===== src/include/burst_cfg_pkg.sv =====
// Shared constants and types for the synchronous burst engine.
// Assumes a single 100 MHz clock domain and a synchronous reset.
package burst_cfg_pkg;

  localparam int unsigned DATA_W = 16;
  localparam int unsigned ADDR_W = 23;

  // Configuration word field positions
  localparam int unsigned BL_LSB    = 0;
  localparam int unsigned WRAP_BIT  = 3;
  localparam int unsigned DRV_LSB   = 4;
  localparam int unsigned WCFG_BIT  = 8;
  localparam int unsigned WPOL_BIT  = 10;
  localparam int unsigned LAT_LSB   = 11;
  localparam int unsigned FIXED_BIT = 14;
  localparam int unsigned MODE_BIT  = 15;

  // Power-up value of the configuration word
  localparam logic [15:0] BUS_CFG_RESET = 16'h9D1F;

  // Burst length codes
  localparam logic [2:0] BL_4    = 3'h1;
  localparam logic [2:0] BL_8    = 3'h2;
  localparam logic [2:0] BL_16   = 3'h3;
  localparam logic [2:0] BL_32   = 3'h4;
  localparam logic [2:0] BL_CONT = 3'h7;

  // Drive strength codes
  localparam logic [1:0] DRV_FULL    = 2'h0;
  localparam logic [1:0] DRV_HALF    = 2'h1;
  localparam logic [1:0] DRV_QUARTER = 2'h2;

  // Latency code 0 means eight clocks
  localparam logic [3:0] LAT_CODE0 = 4'h8;
  // Extra cycles added when a refresh collides in variable mode
  localparam logic [3:0] REFRESH_PENALTY = 4'h3;

  localparam int unsigned FIFO_DEPTH = 4;

  typedef struct packed {
    logic              write;
    logic [ADDR_W-1:0] addr;
  } burst_req_s;

  typedef struct packed {
    logic [1:0] drive;
    logic       wait_lvl;
  } pin_cfg_s;

endpackage : burst_cfg_pkg


===== src/logic/word_fifo.sv =====
// Small synchronous FIFO with valid/ready on both sides.
// Assumes one clock and a synchronous active-high reset.
`timescale 1ns/1ps
module word_fifo #(
  parameter int unsigned WIDTH = 16,
  parameter int unsigned DEPTH = 4
) (
  // Clock and reset
  input  wire logic             clk,
  input  wire logic             rst,
  // Fill side
  input  wire logic             in_valid,
  output logic                  in_ready,
  input  wire logic [WIDTH-1:0] in_data,
  // Drain side
  output logic                  out_valid,
  input  wire logic             out_ready,
  output logic      [WIDTH-1:0] out_data
);
  localparam int unsigned PW = $clog2(DEPTH);

  logic [WIDTH-1:0] mem [DEPTH];
  logic [PW-1:0]    wr_ptr;
  logic [PW-1:0]    rd_ptr;
  logic [PW:0]      count;
  logic             push;
  logic             pop;

  assign in_ready = (count != (PW+1)'(DEPTH)) ? 1'b1 : 1'b0;
  assign push     = in_valid && in_ready;
  assign pop      = out_valid && out_ready;

  always_ff @(posedge clk) begin
    if (push) begin
      mem[wr_ptr] <= in_data;
    end
  end

  always_ff @(posedge clk) begin
    if (rst) begin
      wr_ptr <= '0;
      rd_ptr <= '0;
      count  <= '0;
    end else begin
      if (push) begin
        wr_ptr <= (wr_ptr == PW'(DEPTH - 1)) ? '0 : wr_ptr + PW'(1);
      end
      if (pop) begin
        rd_ptr <= (rd_ptr == PW'(DEPTH - 1)) ? '0 : rd_ptr + PW'(1);
      end
      count <= count + (PW+1)'(push) - (PW+1)'(pop);
    end
  end

  // Registered read port: head word is presented from a flop
  always_ff @(posedge clk) begin
    if (rst) begin
      out_valid <= 1'b0;
      out_data  <= '0;
    end else if (!out_valid || out_ready) begin
      out_valid <= (count > (PW+1)'(pop)) || push;
      if (count > (PW+1)'(pop)) begin
        out_data <= mem[pop ? ((rd_ptr == PW'(DEPTH - 1)) ? '0 : rd_ptr + PW'(1)) : rd_ptr];
      end else begin
        out_data <= in_data;
      end
    end
  end

  a_fifo_no_over : assert property (@(posedge clk) disable iff (rst)
    (count == (PW+1)'(DEPTH)) |-> !in_ready)
    else $error("fifo accepted a word while full");

endmodule : word_fifo


===== src/logic/burst_engine.sv =====
// Synchronous burst sequencer: address stepping, latency, WAIT timing.
// Assumes the host starts a burst with a one-cycle start pulse and
// supplies array data through the read FIFO; one clock, sync reset.
//
// Functional notes
// Wrap mode steps within aligned burst block
// No wrap: linear, roll over past top
// Lengths 4, 8, 16, 32 and continuous
// Drive field selects full, half, quarter
// Config 0: data follows WAIT by one; the code changes WAIT together with the data edge
// Config 1: WAIT leads data by one
// Reset default: WAIT leads data
// Polarity bit sets WAIT asserted level
// Host paces transfers by watching WAIT
// Latency field sets clocks to first data
// Latency mode bit, variable by default
// Variable latency stretches on refresh collision
// Fixed latency starts after exact count
// Host picks count matching clock frequency
// Mode bit selects sync burst or async
`timescale 1ns/1ps
module burst_engine
  import burst_cfg_pkg::*;
(
  // Clock and reset
  input  wire logic                          clk,
  input  wire logic                          rst,
  // Configuration write port
  input  wire logic                          cfg_we,
  input  wire logic [15:0]                   cfg_wdata,
  output logic      [15:0]                   bus_configuration,
  // Burst request from the bus front end
  input  wire logic                          start,
  input  wire burst_cfg_pkg::burst_req_s     req,
  input  wire logic                          stop,
  input  wire logic                          refresh_busy,
  // Array side: read data enters the FIFO
  input  wire logic                          arr_valid,
  output logic                               arr_ready,
  input  wire logic [burst_cfg_pkg::DATA_W-1:0] arr_data,
  // Pin side
  output logic      [burst_cfg_pkg::ADDR_W-1:0] word_addr,
  output logic                               data_valid,
  output logic      [burst_cfg_pkg::DATA_W-1:0] dq_out,
  output logic                               dq_oe,
  output logic                               wait_out,
  output burst_cfg_pkg::pin_cfg_s            pin_cfg,
  output logic                               sync_mode
);
  import burst_cfg_pkg::*;

  typedef enum logic [1:0] {
    IDLE    = 2'b00,
    LATENCY = 2'b01,
    XFER    = 2'b10
  } phase_e;

  phase_e            phase;
  logic [3:0]        lat_cnt;
  logic [5:0]        beat_cnt;
  logic              is_write;
  logic              busy_wait;
  logic              next_busy;
  logic [ADDR_W-1:0] next_addr;
  logic [5:0]        blen;
  logic              f_valid;
  logic              f_ready;
  logic [DATA_W-1:0] f_data;
  logic [3:0]        lat_clks;
  logic              collided;
  logic              stretched;
  logic              rd_stage;
  logic [DATA_W-1:0] rd_word;

  word_fifo #(.WIDTH(DATA_W), .DEPTH(FIFO_DEPTH)) u_fifo (
    .clk       (clk),
    .rst       (rst),
    .in_valid  (arr_valid),
    .in_ready  (arr_ready),
    .in_data   (arr_data),
    .out_valid (f_valid),
    .out_ready (f_ready),
    .out_data  (f_data)
  );

  always_ff @(posedge clk) begin
    if (rst) begin
      bus_configuration <= BUS_CFG_RESET;
    end else if (cfg_we && phase == IDLE) begin
      bus_configuration <= cfg_wdata;
    end
  end

  always_comb begin
    unique case (bus_configuration[BL_LSB +: 3])
      BL_4:    blen = 6'h04;
      BL_8:    blen = 6'h08;
      BL_16:   blen = 6'h10;
      BL_32:   blen = 6'h20;
      default: blen = 6'h00;
    endcase
  end

  // Latency code to clocks; code 0 gives eight
  assign lat_clks = (bus_configuration[LAT_LSB +: 3] == 3'h0) ? LAT_CODE0 :
                    {1'b0, bus_configuration[LAT_LSB +: 3]};

  // Address stepping: wrap inside the aligned block or run linear
  always_comb begin
    next_addr = word_addr + ADDR_W'(1);
    if (!bus_configuration[WRAP_BIT] && blen != 6'h00) begin
      next_addr = (word_addr & ~(ADDR_W'(blen) - ADDR_W'(1)))
                | ((word_addr + ADDR_W'(1)) & (ADDR_W'(blen) - ADDR_W'(1)));
    end
  end

  // Data is held off while in latency or while the FIFO has nothing
  assign f_ready   = (phase == XFER) && !is_write && f_valid && !stop;
  assign collided  = refresh_busy && !bus_configuration[FIXED_BIT];
  assign next_busy = (phase == LATENCY) || (phase == XFER && !is_write && !f_valid);

  always_ff @(posedge clk) begin
    if (rst) begin
      phase     <= IDLE;
      lat_cnt   <= '0;
      beat_cnt  <= '0;
      is_write  <= 1'b0;
      word_addr <= '0;
      stretched <= 1'b0;
    end else begin
      unique case (phase)
        IDLE: begin
          if (start && bus_configuration[MODE_BIT] == 1'b0) begin
            phase     <= LATENCY;
            is_write  <= req.write;
            word_addr <= req.addr;
            lat_cnt   <= lat_clks - 4'h1;
            beat_cnt  <= '0;
            stretched <= 1'b0;
          end
        end
        LATENCY: begin
          // One stretch per burst, so a long refresh cannot stall forever
          if (collided && !stretched && lat_cnt == 4'h1) begin
            lat_cnt   <= REFRESH_PENALTY;
            stretched <= 1'b1;
          end else if (lat_cnt == 4'h0) begin
            phase <= XFER;
          end else begin
            lat_cnt <= lat_cnt - 4'h1;
          end
        end
        XFER: begin
          if (stop) begin
            phase <= IDLE;
          end else if (is_write || f_valid) begin
            word_addr <= next_addr;
            beat_cnt  <= beat_cnt + 6'h01;
            if (blen != 6'h00 && beat_cnt == blen - 6'h01) begin
              phase <= IDLE;
            end
          end
        end
        default: phase <= IDLE;
      endcase
    end
  end

  // Data pins: read words pass one staging flop so WAIT can lead them
  always_ff @(posedge clk) begin
    if (rst) begin
      rd_stage   <= 1'b0;
      rd_word    <= '0;
      data_valid <= 1'b0;
      dq_out     <= '0;
      dq_oe      <= 1'b0;
    end else begin
      rd_stage   <= f_ready;
      data_valid <= rd_stage;
      dq_oe      <= rd_stage || ((phase == XFER) && !is_write && !stop);
      if (f_ready) begin
        rd_word <= f_data;
      end
      if (rd_stage) begin
        dq_out <= rd_word;
      end
    end
  end

  // WAIT: config 1 shows the busy term one clock ahead of data,
  // config 0 delays it so it changes together with the data edge
  always_ff @(posedge clk) begin
    if (rst) begin
      busy_wait <= 1'b0;
    end else begin
      busy_wait <= next_busy;
    end
  end

  always_ff @(posedge clk) begin
    if (rst) begin
      wait_out <= BUS_CFG_RESET[WPOL_BIT] ? 1'b0 : 1'b1;
    end else if (bus_configuration[WCFG_BIT]) begin
      wait_out <= next_busy ~^ bus_configuration[WPOL_BIT];
    end else begin
      wait_out <= busy_wait ~^ bus_configuration[WPOL_BIT];
    end
  end

  always_ff @(posedge clk) begin
    if (rst) begin
      pin_cfg   <= '{drive: DRV_HALF, wait_lvl: 1'b1};
      sync_mode <= 1'b0;
    end else begin
      pin_cfg.drive    <= (bus_configuration[DRV_LSB +: 2] == 2'h3) ? DRV_HALF :
                          bus_configuration[DRV_LSB +: 2];
      pin_cfg.wait_lvl <= bus_configuration[WPOL_BIT];
      sync_mode        <= !bus_configuration[MODE_BIT];
    end
  end

  a_reset_defaults : assert property (@(posedge clk)
    rst |=> bus_configuration == BUS_CFG_RESET)
    else $error("configuration not at power-up value");
  a_async_no_burst : assert property (@(posedge clk) disable iff (rst)
    (phase == IDLE && start && bus_configuration[MODE_BIT]) |=> phase == IDLE)
    else $error("burst started in asynchronous mode");
  a_fixed_latency : assert property (@(posedge clk) disable iff (rst)
    (phase == IDLE && start && !bus_configuration[MODE_BIT] && bus_configuration[FIXED_BIT]
     && bus_configuration[LAT_LSB +: 3] == 3'h3 && !cfg_we)
    |=> phase == LATENCY [*3] ##1 phase == XFER)
    else $error("fixed latency not exact");
  a_wrap_step : assert property (@(posedge clk) disable iff (rst)
    (phase == XFER && !stop && is_write && !bus_configuration[WRAP_BIT]
     && bus_configuration[BL_LSB +: 3] == BL_4 && word_addr[1:0] == 2'h3)
    |=> word_addr[1:0] == 2'h0 && word_addr[ADDR_W-1:2] == $past(word_addr[ADDR_W-1:2]))
    else $error("wrap left the aligned block");
  a_linear_step : assert property (@(posedge clk) disable iff (rst)
    (phase == XFER && !stop && is_write && bus_configuration[WRAP_BIT])
    |=> word_addr == $past(word_addr) + ADDR_W'(1))
    else $error("linear step wrong");
  a_burst_len : assert property (@(posedge clk) disable iff (rst)
    (phase == XFER && is_write && !stop && bus_configuration[BL_LSB +: 3] == BL_4
     && beat_cnt == 6'h03) |=> phase == IDLE)
    else $error("four-word burst did not end");
  a_wait_leads : assert property (@(posedge clk) disable iff (rst)
    (bus_configuration[WCFG_BIT] && $stable(bus_configuration) && rd_stage)
    |-> wait_out != bus_configuration[WPOL_BIT])
    else $error("wait asserted one clock before data");
  a_wait_follows : assert property (@(posedge clk) disable iff (rst)
    (!bus_configuration[WCFG_BIT] && $stable(bus_configuration) && data_valid)
    |-> wait_out != bus_configuration[WPOL_BIT])
    else $error("wait asserted alongside valid data");
  a_drive_map : assert property (@(posedge clk) disable iff (rst)
    $stable(bus_configuration) && bus_configuration[DRV_LSB +: 2] == DRV_QUARTER
    |=> pin_cfg.drive == DRV_QUARTER)
    else $error("drive strength not applied");
  a_wait_latency : assert property (@(posedge clk) disable iff (rst)
    (phase == LATENCY && bus_configuration[WCFG_BIT] && $stable(bus_configuration))
    |=> wait_out == bus_configuration[WPOL_BIT])
    else $error("wait not asserted during latency");
  a_mode_flag : assert property (@(posedge clk) disable iff (rst)
    $stable(bus_configuration) |-> sync_mode != bus_configuration[MODE_BIT])
    else $error("sync mode flag does not follow mode bit");

  c_read_burst  : cover property (@(posedge clk) disable iff (rst) data_valid [*4]);
  c_collision   : cover property (@(posedge clk) disable iff (rst) phase == LATENCY && collided);
  c_write_burst : cover property (@(posedge clk) disable iff (rst) phase == XFER && is_write);
  c_wait_low    : cover property (@(posedge clk) disable iff (rst)
    !bus_configuration[WPOL_BIT] && data_valid);

endmodule : burst_engine


===== config.mk =====
export PLATFORM = sky130hd
export DESIGN_NAME = burst_engine
export DESIGN_NICKNAME = d
export VERILOG_FILES = /design/src/include/burst_cfg_pkg.sv /design/src/logic/word_fifo.sv /design/src/logic/burst_engine.sv
export SDC_FILE = /design/constraint.sdc
export NUM_CORES = 1
export LEC_CHECK = 0
export ABC_AREA = 1
export BUFFER_PORTS_ARGS = -buffer_cell sky130_fd_sc_hd__buf_4
export CORE_ASPECT_RATIO = 1.1
export CORE_MARGIN = 2
export CORE_UTILIZATION = 40
export CTS_CLUSTER_SIZE = 28
export DETAILED_ROUTE_END_ITERATION = 8
export GPL_ROUTABILITY_DRIVEN = 0
export HOLD_SLACK_MARGIN = 0.1
export PLACE_DENSITY = 0.61
export SETUP_SLACK_MARGIN = 0.5
export SLEW_MARGIN = 20
export SYNTH_ARGS = -nofsm -noshare
export SYNTH_HDL_FRONTEND = slang
export SYNTH_SLANG_ARGS = --single-unit

===== constraint.sdc =====
create_clock -name clk -period 2.1 [get_ports clk]
set_input_delay 0.105 -clock clk [delete_from_list [all_inputs] [get_ports clk]]
set_output_delay 0.105 -clock clk [all_outputs]
set_load 0.05 [all_outputs]

Yosys cells after proc, flatten, opt, wreduce, memory -nomap -nowiden
Memory sizes are Yosys's and may differ from the RTL's.
Cells that the tools add are included.
W data, S select, Z words.
{ "classes": {"add_sub_neg": 10, "multipliers": 0, "n_div": 0, "n_lt_le_gt_ge": 1, "n_eq_ne": 21, "shift": 0, "n_mux": 33, "n_bitwise": 7, "n_reduce_logical": 38} }
{ "ops": {"columns": ["cell", "count"], "rows": [
  ["$mux W23", 4],
  ["$and A23 B23 Y23", 2],
  ["$pmux W23 S2", 1],
  ["$pmux W6 S4", 1],
  ["$add A23 B1 Y23 const B", 1],
  ["$not A23 Y23", 1],
  ["$or A23 B23 Y23", 1],
  ["$mux W2", 9],
  ["$mux W6", 3],
  ["$mux W16", 1],
  ["$mux W4", 4],
  ["$logic_and A1 B1 Y1", 14],
  ["$pmux W6 S2", 1],
  ["$eq A2 B2 Y1 const B", 4],
  ["$ne A2 B1 Y1 const B", 4],
  ["$pmux W4 S2", 1],
  ["$sub A4 B1 Y4 const B", 2],
  ["$logic_not A1 Y1", 7],
  ["$sub A6 B1 Y7 const B", 1],
  ["$add A6 B1 Y6 const B", 1],
  ["$eq A3 B2 Y1 const B", 2],
  ["$eq A6 B6 Y1", 1],
  ["$mux W1", 6],
  ["$ne A3 B2 Y1 const B", 2],
  ["26 further kinds", 36]
]} }
{ "word_totals": {"regBits": 118, "latchBits": 0, "mem_bits_rw": 64, "rom_bits": 0, "input_bits": 63, "output_inout_bits": 63, "elab_cells": 133, "memories": 1} }
{ "memory_table": {"columns": ["name", "depth", "width", "read_ports", "rd_clocked_by_memory_dff", "write_ports", "line_no", "source"], "rows": [
  ["u_fifo.mem", 4, 16, 1, 0, 1, "word_fifo.sv:22", "logic [WIDTH-1:0] mem [DEPTH];"]
]} }

Longest topological paths before layout
Gate-level depths: netlist (run 1).
{ "depth": {"depth_word": 10, "depth_mapped": 13, "mapped_depth_nobuf": 13} }

Modules after synthesis
Synthesis (run 1) repeated with hierarchy kept, for this count alone.
{ "unflattened": {"cells_unflattened": 1001, "area_unflattened_um2": 8306.7} }
{ "modules_own_cells": {"columns": ["mod", "n_inst", "cells_each", "area_each_um2", "seq_area_each_um2"], "rows": [
  ["burst_engine", 1, 673, 4591.9, 1881.8],
  ["word_fifo", 1, 328, 3714.8, 2402.3]
]} }

Worst setup path before layout (run 1)
OpenSTA, ideal clock, no wires.
{ "synth_path": {"kind": "flip-flop to flip-flop", "from": "reg phase[1]", "to": "reg u_fifo.out_data[12]", "setup_ns": 0.119, "arrival_ns": 2.139, "required_time_ns": 1.981, "path_slack_ns": -0.159, "stages_incl_launch_ff": 14, "n_path_buf": 2, "synth_period_minus_slack_ns": 2.259, "path_cell_list": "dfxtp_1 > inv_2 > nor2_2 > nand4_2 > buf_6 > inv_2 > ha_1 > a32oi_2 > clkinv_1 > clkbuf_1 > nand2_1 > nand2_1 > inv_1 > a21oi_1"} }
{ "synth_via": {"elab_chain_len": 8, "elab_cells_between_ends": 10, "classes_between": "order compare: 1; eq/ne: 1; mux: 2; reduce/logical: 5; memory: 1"} }
{ "synth_rtl": {"columns": ["element", "line_no", "source"], "rows": [
  ["start: declaration", "burst_engine.sv:58", "phase_e phase;"],
  ["start signal: assignment", "burst_engine.sv:124", "phase <= IDLE;"],
  ["start signal: assignment", "burst_engine.sv:134", "phase <= LATENCY;"],
  ["start signal: assignment", "burst_engine.sv:148", "phase <= XFER;"],
  ["$eq A2 B2 Y1 *", "burst_engine.sv:118", "assign f_ready = (phase == XFER) && !is_write && f_valid && !stop;"],
  ["$logic_and A1 B1 Y1 * (3 in a row)", "burst_engine.sv:118", null],
  ["$logic_and A1 B1 Y1", "word_fifo.sv:31", "assign pop = out_valid && out_ready;"],
  ["$mux W2", "word_fifo.sv:63", "out_data <= mem[pop ? ((rd_ptr == PW'(DEPTH - 1)) ? '0 : rd_ptr + PW'(1)) : rd_ptr];"],
  ["$mem_v2 Z4 W16", null, null],
  ["$mux W16", "word_fifo.sv:62", "if (count > (PW+1)'(pop)) begin"],
  ["end signal: assignment", "word_fifo.sv:63", null],
  ["end signal: assignment", "word_fifo.sv:65", "out_data <= in_data;"],
  ["end: declaration", "word_fifo.sv:18", "output logic [WIDTH-1:0] out_data"]
]} }
Mark *: on every way between the ends. The rest lies on a longest branch, timed or not.
A chain may end at the register's enable or synchronous reset.

Final worst setup path (run 1)
{ "layout_path": {"from": "reg phase[1]", "to": "reg beat_cnt[4]"} }
{ "layout_via": {"elab_chain_len": 3, "elab_cells_between_ends": 8, "classes_between": "eq/ne: 4; mux: 1; reduce/logical: 3"} }
{ "layout_rtl": {"columns": ["element", "line_no", "source"], "rows": [
  ["$eq A2 B2 Y1 or $logic_not A2 Y1 (tied branches)", "burst_engine.sv:131", "unique case (phase)"],
  ["$ne A2 B1 Y1 (no line) (tied with other cells)", null, null],
  ["$reduce_and A4 Y1 (no line)", null, null],
  ["end signal: assignment", "burst_engine.sv:158", "beat_cnt <= beat_cnt + 6'h01;"],
  ["end: declaration", "burst_engine.sv:60", "logic [5:0] beat_cnt;"]
]} }
Several ways; a longest one is shown, not always the timed one.

==> summary.md, run 1 <==
| Metric | Value |
|---|---|
| 1st-iter DRT viols | ~300 |
| Final worst-path cycle share | 0.869 |
| GRT Total Usage | 0.199 |
| Run status | finished clean |
| WL final | 22,700 µm |
| Syn Std Cell Area | 0.00821 mm² |
| Slew Viols, Final | 0 |
| Critical Path AT | roughly 2200 ps |
| Fmax | 548 MHz |
| Worst Path Max Fanout | 7 |
| CTS H-Tree Depth | 4 |
| # setup viols final | 0 |
| Area of the core | ~0.02 mm² |
| Post-Syn Nets | 1,060 |
| Routed Antenna Nets | 0 |
| Initial antenna violation count | 0 |
| Max-cap viol count | 0 |
| CP endpoint | beat_cnt[4]$_SDFFE_PP0P_ |
| Multiplexer share of the synthesized area | 0 |
| CTS tree | yes |
| Worst-case reg-to-reg path depth | 10 |
| VDD IR max | about 0.84 mV |
| RSZ-0062 raised after global routing | yes |
| Routed length per instance | 15.5 µm |
| Crit path kind | reg -> reg |
| Total gr overflow | 0 |
| Clock buffer depth | 2 |
| Total CTS buffers | 17 |
| Root Driver | clkbuf_16 |
| Nets | 1,282 |
| 1st-pass router iterations | 6 |
| Relative slew slack | 0.602 |
| Cell variety after synth | 43 |
| Mapped Cells | 980 |
| Simple-gate share of the synthesized area | 0.222 |
| DIE HEIGHT | 154 µm |
| CP endpoint kind | register |
| Vias in the first global route | about 7,000 |
| Antenna Cells | 0 |
| Synth warnings | 0 |
| Critical path startpoint | phase[1]$_SDFFE_PP0P_ |
| Pwr Density | 899 mW/mm² |
| Leakage | 0.00484 µW |
| HPWL after detailed placement | 13,800 µm |
| Compound-Gate Fraction of Synth Area | 0.142 |
| Critical path launch point type | register |
| Adder-Cell Fraction of Synth Area | 0.0268 |
| Die area | 0.0217 mm² |
| Row count | between 50 and 60 |
| Min Tclk post-route | around 1800 ps |
| Hold Slack | roughly 130 ps |
| Fin. Hold Viols | 0 |
| Reg2reg end | beat_cnt[4]$_SDFFE_PP0P_ |
| Critical Path RT | 2420 ps |
| Fraction of layout cells with a size suffix above 1 | 0.310 |
| Post-synth EDFFs | 64 |
| Largest family of logic cells by synthesized area | simple AND/OR/NAND/NOR gates |
| FFs w/ async S/R, synth | 0 |
| Setup tns final | 0 ps |
| R2R setup slack | 280 ps |
| Most common flop cell mapped by yosys | dfxtp_1 |
| Clk slew on worst S/H paths | 80 ps |
| RR Startpoint | phase[1]$_SDFFE_PP0P_ |
| IO Pins | between 100 and 150 |
| Clock Latency Late Sink | 440 ps |
| XOR/XNOR Fraction of Synth Area | 0.0139 |
| Mean post-synth cell area | 8.37 µm² |
| First-pass GRT wire length | roughly 35,000 µm |
| Maximum number of pins on one net before global-route repair | 38 |
| Die width | 141 µm |
| Worst Tran Pin Value | ~600 ps |
| Min-Delay Path Class | in -> reg |
| Flop and latch count out of synthesis | 182 |
| Via count | 7,392 |
| Starting density of the core | 0.410 |
| Drc violations | 0 |
| Vias per std cell | 5.04 |
| CTS Sinks | 182 |
| Clock skew | approximately 18 ps |
| # port buffers | 125 |
| Post-synthesis sequential area ratio | 0.522 |
| Area grow syn2layout | 45.0% |
## power breakdown
group	internal (µW)	switching [µW]
Sequential	4080	273
Clock	1640	1610
Combinational	1180	1910
## Yosys cell counts (2+ instances only)
cell	count	area share
inv_1	97	0.044
dfxtp_1	118	0.29
nor3_1	9	0.0055
o211ai_1	9	0.0082
xor2_1	6	0.0064
nand3_2	2	0.0024
nand3b_1	4	0.0037
o21a_1	3	0.0027
xnor2_1	7	0.0075
nand4_1	9	0.0069
edfxtp_1	64	0.23
nand2_1	179	0.082
a211oi_1	2	0.0018
a21oi_1	95	0.058
nor3_2	2	0.0024
o21ai_0	97	0.059
nor2_1	76	0.035
clkbuf_1	27	0.012
ha_1	16	0.024
or2_2	4	0.0030
buf_4	7	0.0064
nand2_2	9	0.0069
nand3_1	106	0.065
inv_2	2	0.00092
o21bai_1	2	0.0018
buf_6	4	0.0055
a31oi_1	4	0.0030
buf_2	5	0.0030
## stage by stage
step | util | area (µm²) | instances | setup slack, ps | total power [µW]
2_1_floorplan | - | 8390 | 980 | 169 | 6030
3_3_place_gp | 0.481 | 9620 | 1338 | 255 | 6730
3_5_place_dp | 0.481 | 9620 | 1338 | 215 | 6770
4_1_cts | 0.555 | 11100 | 1445 | 308 | 10300
5_1_grt | 0.595 | 11900 | 1467 | 189 | 11200
6_report | 0.595 | 11900 | 1467 | 275 | 10700
## per-layer routing
layer,part of all wire,vias up,track usage
li1,-,3764,-
met1,0.43,3430,0.245
met2,0.51,164,0.355
met3,0.035,34,0.0350
met4,0.018,0,0.0657
met5,0,-,0
## worst min path at each step
stage | slack, ps | from | cells after the start | end
2_1_floorplan | 200 | arr_data[0] | 0 | u_fifo.mem[0][0]$_DFFE_PP_
4_1_cts | 110 | cfg_we | 5 | bus_configuration[10]$_SDFFE_PP1P_
6_report | 130 | cfg_we | 5 | bus_configuration[10]$_SDFFE_PP1P_
3_5_place_dp | 310 | cfg_wdata[10] | 3 | bus_configuration[10]$_SDFFE_PP1P_
5_1_grt | 130 | cfg_we | 5 | bus_configuration[8]$_SDFFE_PP1P_
3_3_place_gp | 310 | cfg_wdata[10] | 3 | bus_configuration[10]$_SDFFE_PP1P_
## cell families (layout without fill, tap and decap cells)
logic type | Yosys count | count (layout)
buffers and inverters | 144 | 375
adders and majority gates | 17 | 17
xor gates and xnor gates | 13 | 13
and+or+nand+nor | 406 | 410
AOI/OAI and AO/OA | 218 | 218
DFF | 182 | 182
## critical path, cell delays in order (launching register included)
cell and delay, ps:
dfxtp_4 360, buf_4 130, buf_6 120, nor2_4 120, inv_2 50, nor2_4 170, o21a_4 200, buf_8 150
nand3_4 100, nor3_1 250, nor2_2 60
## timing repair
action                                  in CTS  in global routing
buffers inserted                            13                 15
cloned                                       3                  7
endpoints found under the setup margin      44                 96
hold buffers                                59                  0
endpoints found under the hold margin      138                  0
gates resized for setup                     35                144
pin swaps                                   15                 40
## layout make-up
| type | instances | area, µm² |
|---|---|---|
| multi-input combinational | 658 | 4040 |
| sequential | 182 | 4320 |
| timing repair buffer | 240 | 2160 |
| clock buffer | 17 | 425 |
| timing repair inverter | 3 | 40.0 |
| clock inverter | 15 | 193 |
| fill | 1736 | 8100 |
| inverter | 100 | 410 |
| tap | 252 | 315 |
## layout by cell type, fill, tap and decap left out, types with 12 or more instances in the layout
master,synthesis,final
edfxtp_1,64,64
nand2_1,179,158
dlygate4sd3_1,0,59
nand2_2,9,17
nor2_1,76,62
nand3_1,106,97
ha_1,16,12
inv_2,2,12
dfxtp_2,0,12
o21ai_1,1,15
o21ai_0,97,72
a21oi_1,95,68
inv_1,97,79
a21oi_2,0,22
dfxtp_1,118,100
clkbuf_16,0,20
nand2_4,1,13
buf_4,7,159
Power figures use the tool's default switching activity.
==> run 2, diff against run 1 <==
CORE_UTILIZATION = 51   (was 40)
PLACE_DENSITY = 0.75   (was 0.61)
==> run 2 against run 1 <==
Critical path depth is 2 higher. Highest routed layer unchanged. Die area shrank 21%. Worst setup slack got worse by 34 ps. Sequential share of layout area increased by 0.47 points. Via count grew 6.5%.
==> summary.md, run 2 (same netlist as run 1, synthesis figures left out) <==
| Metric | Value |
|---|---|
| Max-cap viol count | 0 (unchanged) |
| Crit path kind | reg -> reg |
| Nets | 1,291 (+0.70%) |
| Placed cell area | 0.00955 mm² (-0.75%) |
| Relative slew slack | 0.690 (+0.0880) |
| Leakage | 0.00489 µW (+1.0%) |
| Area grow syn2layout | 43.4% |
| First-pass GRT wire length | 35,800 µm (+2.9%) |
| Cells along the critical path | inv_4 > nor2_4 > nand4_4 > inv_4 > ha_4 > a32oi_4 > buf_6 > clkinv_8 > nand2_2 > nand2_1 > inv_1 > a21oi_2 |
| Vias per std cell | 5.53 (+9.7%) |
| Fmax | 538 MHz (-1.8%) |
| Filler cells | 1,042 (-40%) |
| WL final | 23,700 µm (+4.1%) |
| VDD IR max | 0.599 mV (-28%) |
| RSZ-0062 raised after global routing | yes |
| Slew Viols, Final | 0 (unchanged) |
| Die width | 125 µm (-11%) |
| # setup viols final | 0 (unchanged) |
| Final worst-path cycle share | 0.885 (+0.0164) |
| Clock share of power | 0.293 (-0.011) |
| Via count | 7,869 (+6.5%) |
| Comb pwr share | 0.306 (+0.017) |
| Row count | 48 (-11%) |
| Clk slew on worst S/H paths | 60 ps (-20 ps) |
| Critical path launch point type | register |
| Worst Path Max Fanout | 8 (+1) |
| Pwr Density | 924 mW/mm² (+2.8%) |
| Sw Share | 0.338 (-0.0165) |
| GRT Total Usage | 0.262 (+0.0623) |
| Worst Tran Pin Value | 462 ps (-135 ps) |
| Net switching power | 3680 µW (-3.1%) |
| Fraction of layout cells with a size suffix above 1 | 0.295 (-0.0154) |
| Run status | finished clean |
| Maximum number of pins on one net before global-route repair | 95 (+150%) |
| HPWL after detailed placement | 13,300 µm (-3.5%) |
| Finished Layout Cells | 1,424 (-2.9%) |
| Crit path top cell by count | inv_4 |
| Clock Latency Late Sink | 440 ps (about the same) |
| Starting density of the core | 0.522 (+0.111) |
| Min Tclk post-route | 1860 ps (+34.4 ps) |
| Commonest cells after routing, fill and taps aside | nand2_1 (167), buf_4 (161), dfxtp_1 (95), nand3_1 (85), inv_1 (83) |
| DP Cell Count | 1,285 (-4.0%) |
| CTS H-Tree Depth | 4 (unchanged) |
| Die area | 0.0171 mm² (-21%) |
| Total CTS buffers | 17 (unchanged) |
| Clock skew | 12.8 ps (-5.43 ps) |
| Clock buffer depth | 2 (unchanged) |
| Total gr overflow | 0 (unchanged) |
| Initial antenna violation count | 0 (unchanged) |
| Vias in the first global route | 7,314 (+4.4%) |
| DIE HEIGHT | 137 µm (-11%) |
| Final non-filler cell area | 0.0118 mm² (-1.1%) |
| Antenna Cells | 0 (unchanged) |
| Post-layout util | 0.748 (+0.153) |
| Slowest stage cell, crit path | dfxtp_4 |
| 1st-pass router iterations | 5 (-1) |
| Routed length per instance | 16.6 µm (+7.2%) |
| CTS Sinks | 182 (unchanged) |
| Setup tns final | 0 ps (unchanged) |
| Total power | 10,900 µW (+1.7%) |
| Critical Path AT | 2170 ps (+20 ps) |
| Critical Path Max Stage Delay | 360 ps (about the same) |
| IO Pins | 126 (unchanged) |
| # port buffers | 125 (unchanged) |
| Pint | 7200 µW (+4.3%) |
| Routed Antenna Nets | 0 (unchanged) |
| Root Driver | clkbuf_16 |
| Area of the core | 0.0157 mm² (-21%) |
| CTS tree | yes |
| 1st-iter DRT viols | 681 (+130%) |
| Sequential power share | 0.401 (-0.006) |
| Fin. Hold Viols | 0 (unchanged) |
| Min-Delay Path Class | in -> reg |
| CP endpoint kind | register |
| Commonest non-fill, non-tap cell in the layout | nand2_1 |
| Drc violations | 0 (unchanged) |
| Critical Path RT | 2410 ps (about the same) |
run 2: layout make-up:
cell class | count | area (µm²) | area share
Inverter | 100 | 410 | 0.0349
Clock buffer | 19 | 433 | 0.0368
Timing Repair inverter | 2 | 23.8 | 0.00202
Tap cell | 200 | 250 | 0.0213
Multi-Input combinational cell | 656 | 3880 | 0.330
Clock inverter | 13 | 148 | 0.0125
Timing Repair Buffer | 252 | 2290 | 0.195
Sequential cell | 182 | 4330 | 0.368
run 2: final timing paths:
path / slack [ps] / end / cells after the start / start
worst min register to register: 460 / rd_word[13]$_SDFFE_PP0P_ / 2 / rd_word[13]$_SDFFE_PP0P_
worst min-delay path: 170 / u_fifo.count[0]$_SDFF_PP0_ / 6 / arr_valid
worst max register to register: 240 / u_fifo.out_data[4]$_SDFFE_PP0P_ / 12 / phase[1]$_SDFFE_PP0P_
worst max-delay path: 240 / u_fifo.out_data[4]$_SDFFE_PP0P_ / 12 / phase[1]$_SDFFE_PP0P_
run 2: power groups by stage:
stage	logic [µW]	clock network (µW)	registers (µW)
finish	3320	3190	4360
CTS	2870	3210	4340
global route	3560	3350	4400
global placement	2280	0	4400
detailed placement	2340	0	4410
floorplan	1340	0	4700
run 2: routing by layer:
layer	up-vias	track usage	wire length (µm)
met4	0	0.106	588
met3	50	0.0422	1380
met1	3715	0.316	9370
li1	3782	-	-
met2	322	0.470	12300
met5	-	0	0
run 2: critical path, delay by kind of cell (launching register included):
family,cells,cell delay [ps]
buf+inv,5,460
compound gates,2,370
flops,1,360
simple gates,4,330
fa+ha+maj,1,200
run 2: timing repair:
action                                  CTS  global route
hold buffers                             63             1
endpoints found under the setup margin   46           111
pin swaps                                15            40
cloned                                    6             1
hold endpoints to repair                139            12
gates resized for setup                  58            96
buffers inserted                         20            16
run 2: stage by stage:
step / setup WS (ps) / hold slack [ps]
floorplan: 169 / 204
global placement: 269 / 308
detailed placement: 214 / 310
CTS: 350 / 15.2
global route: 149 / 180
finish: 241 / 167
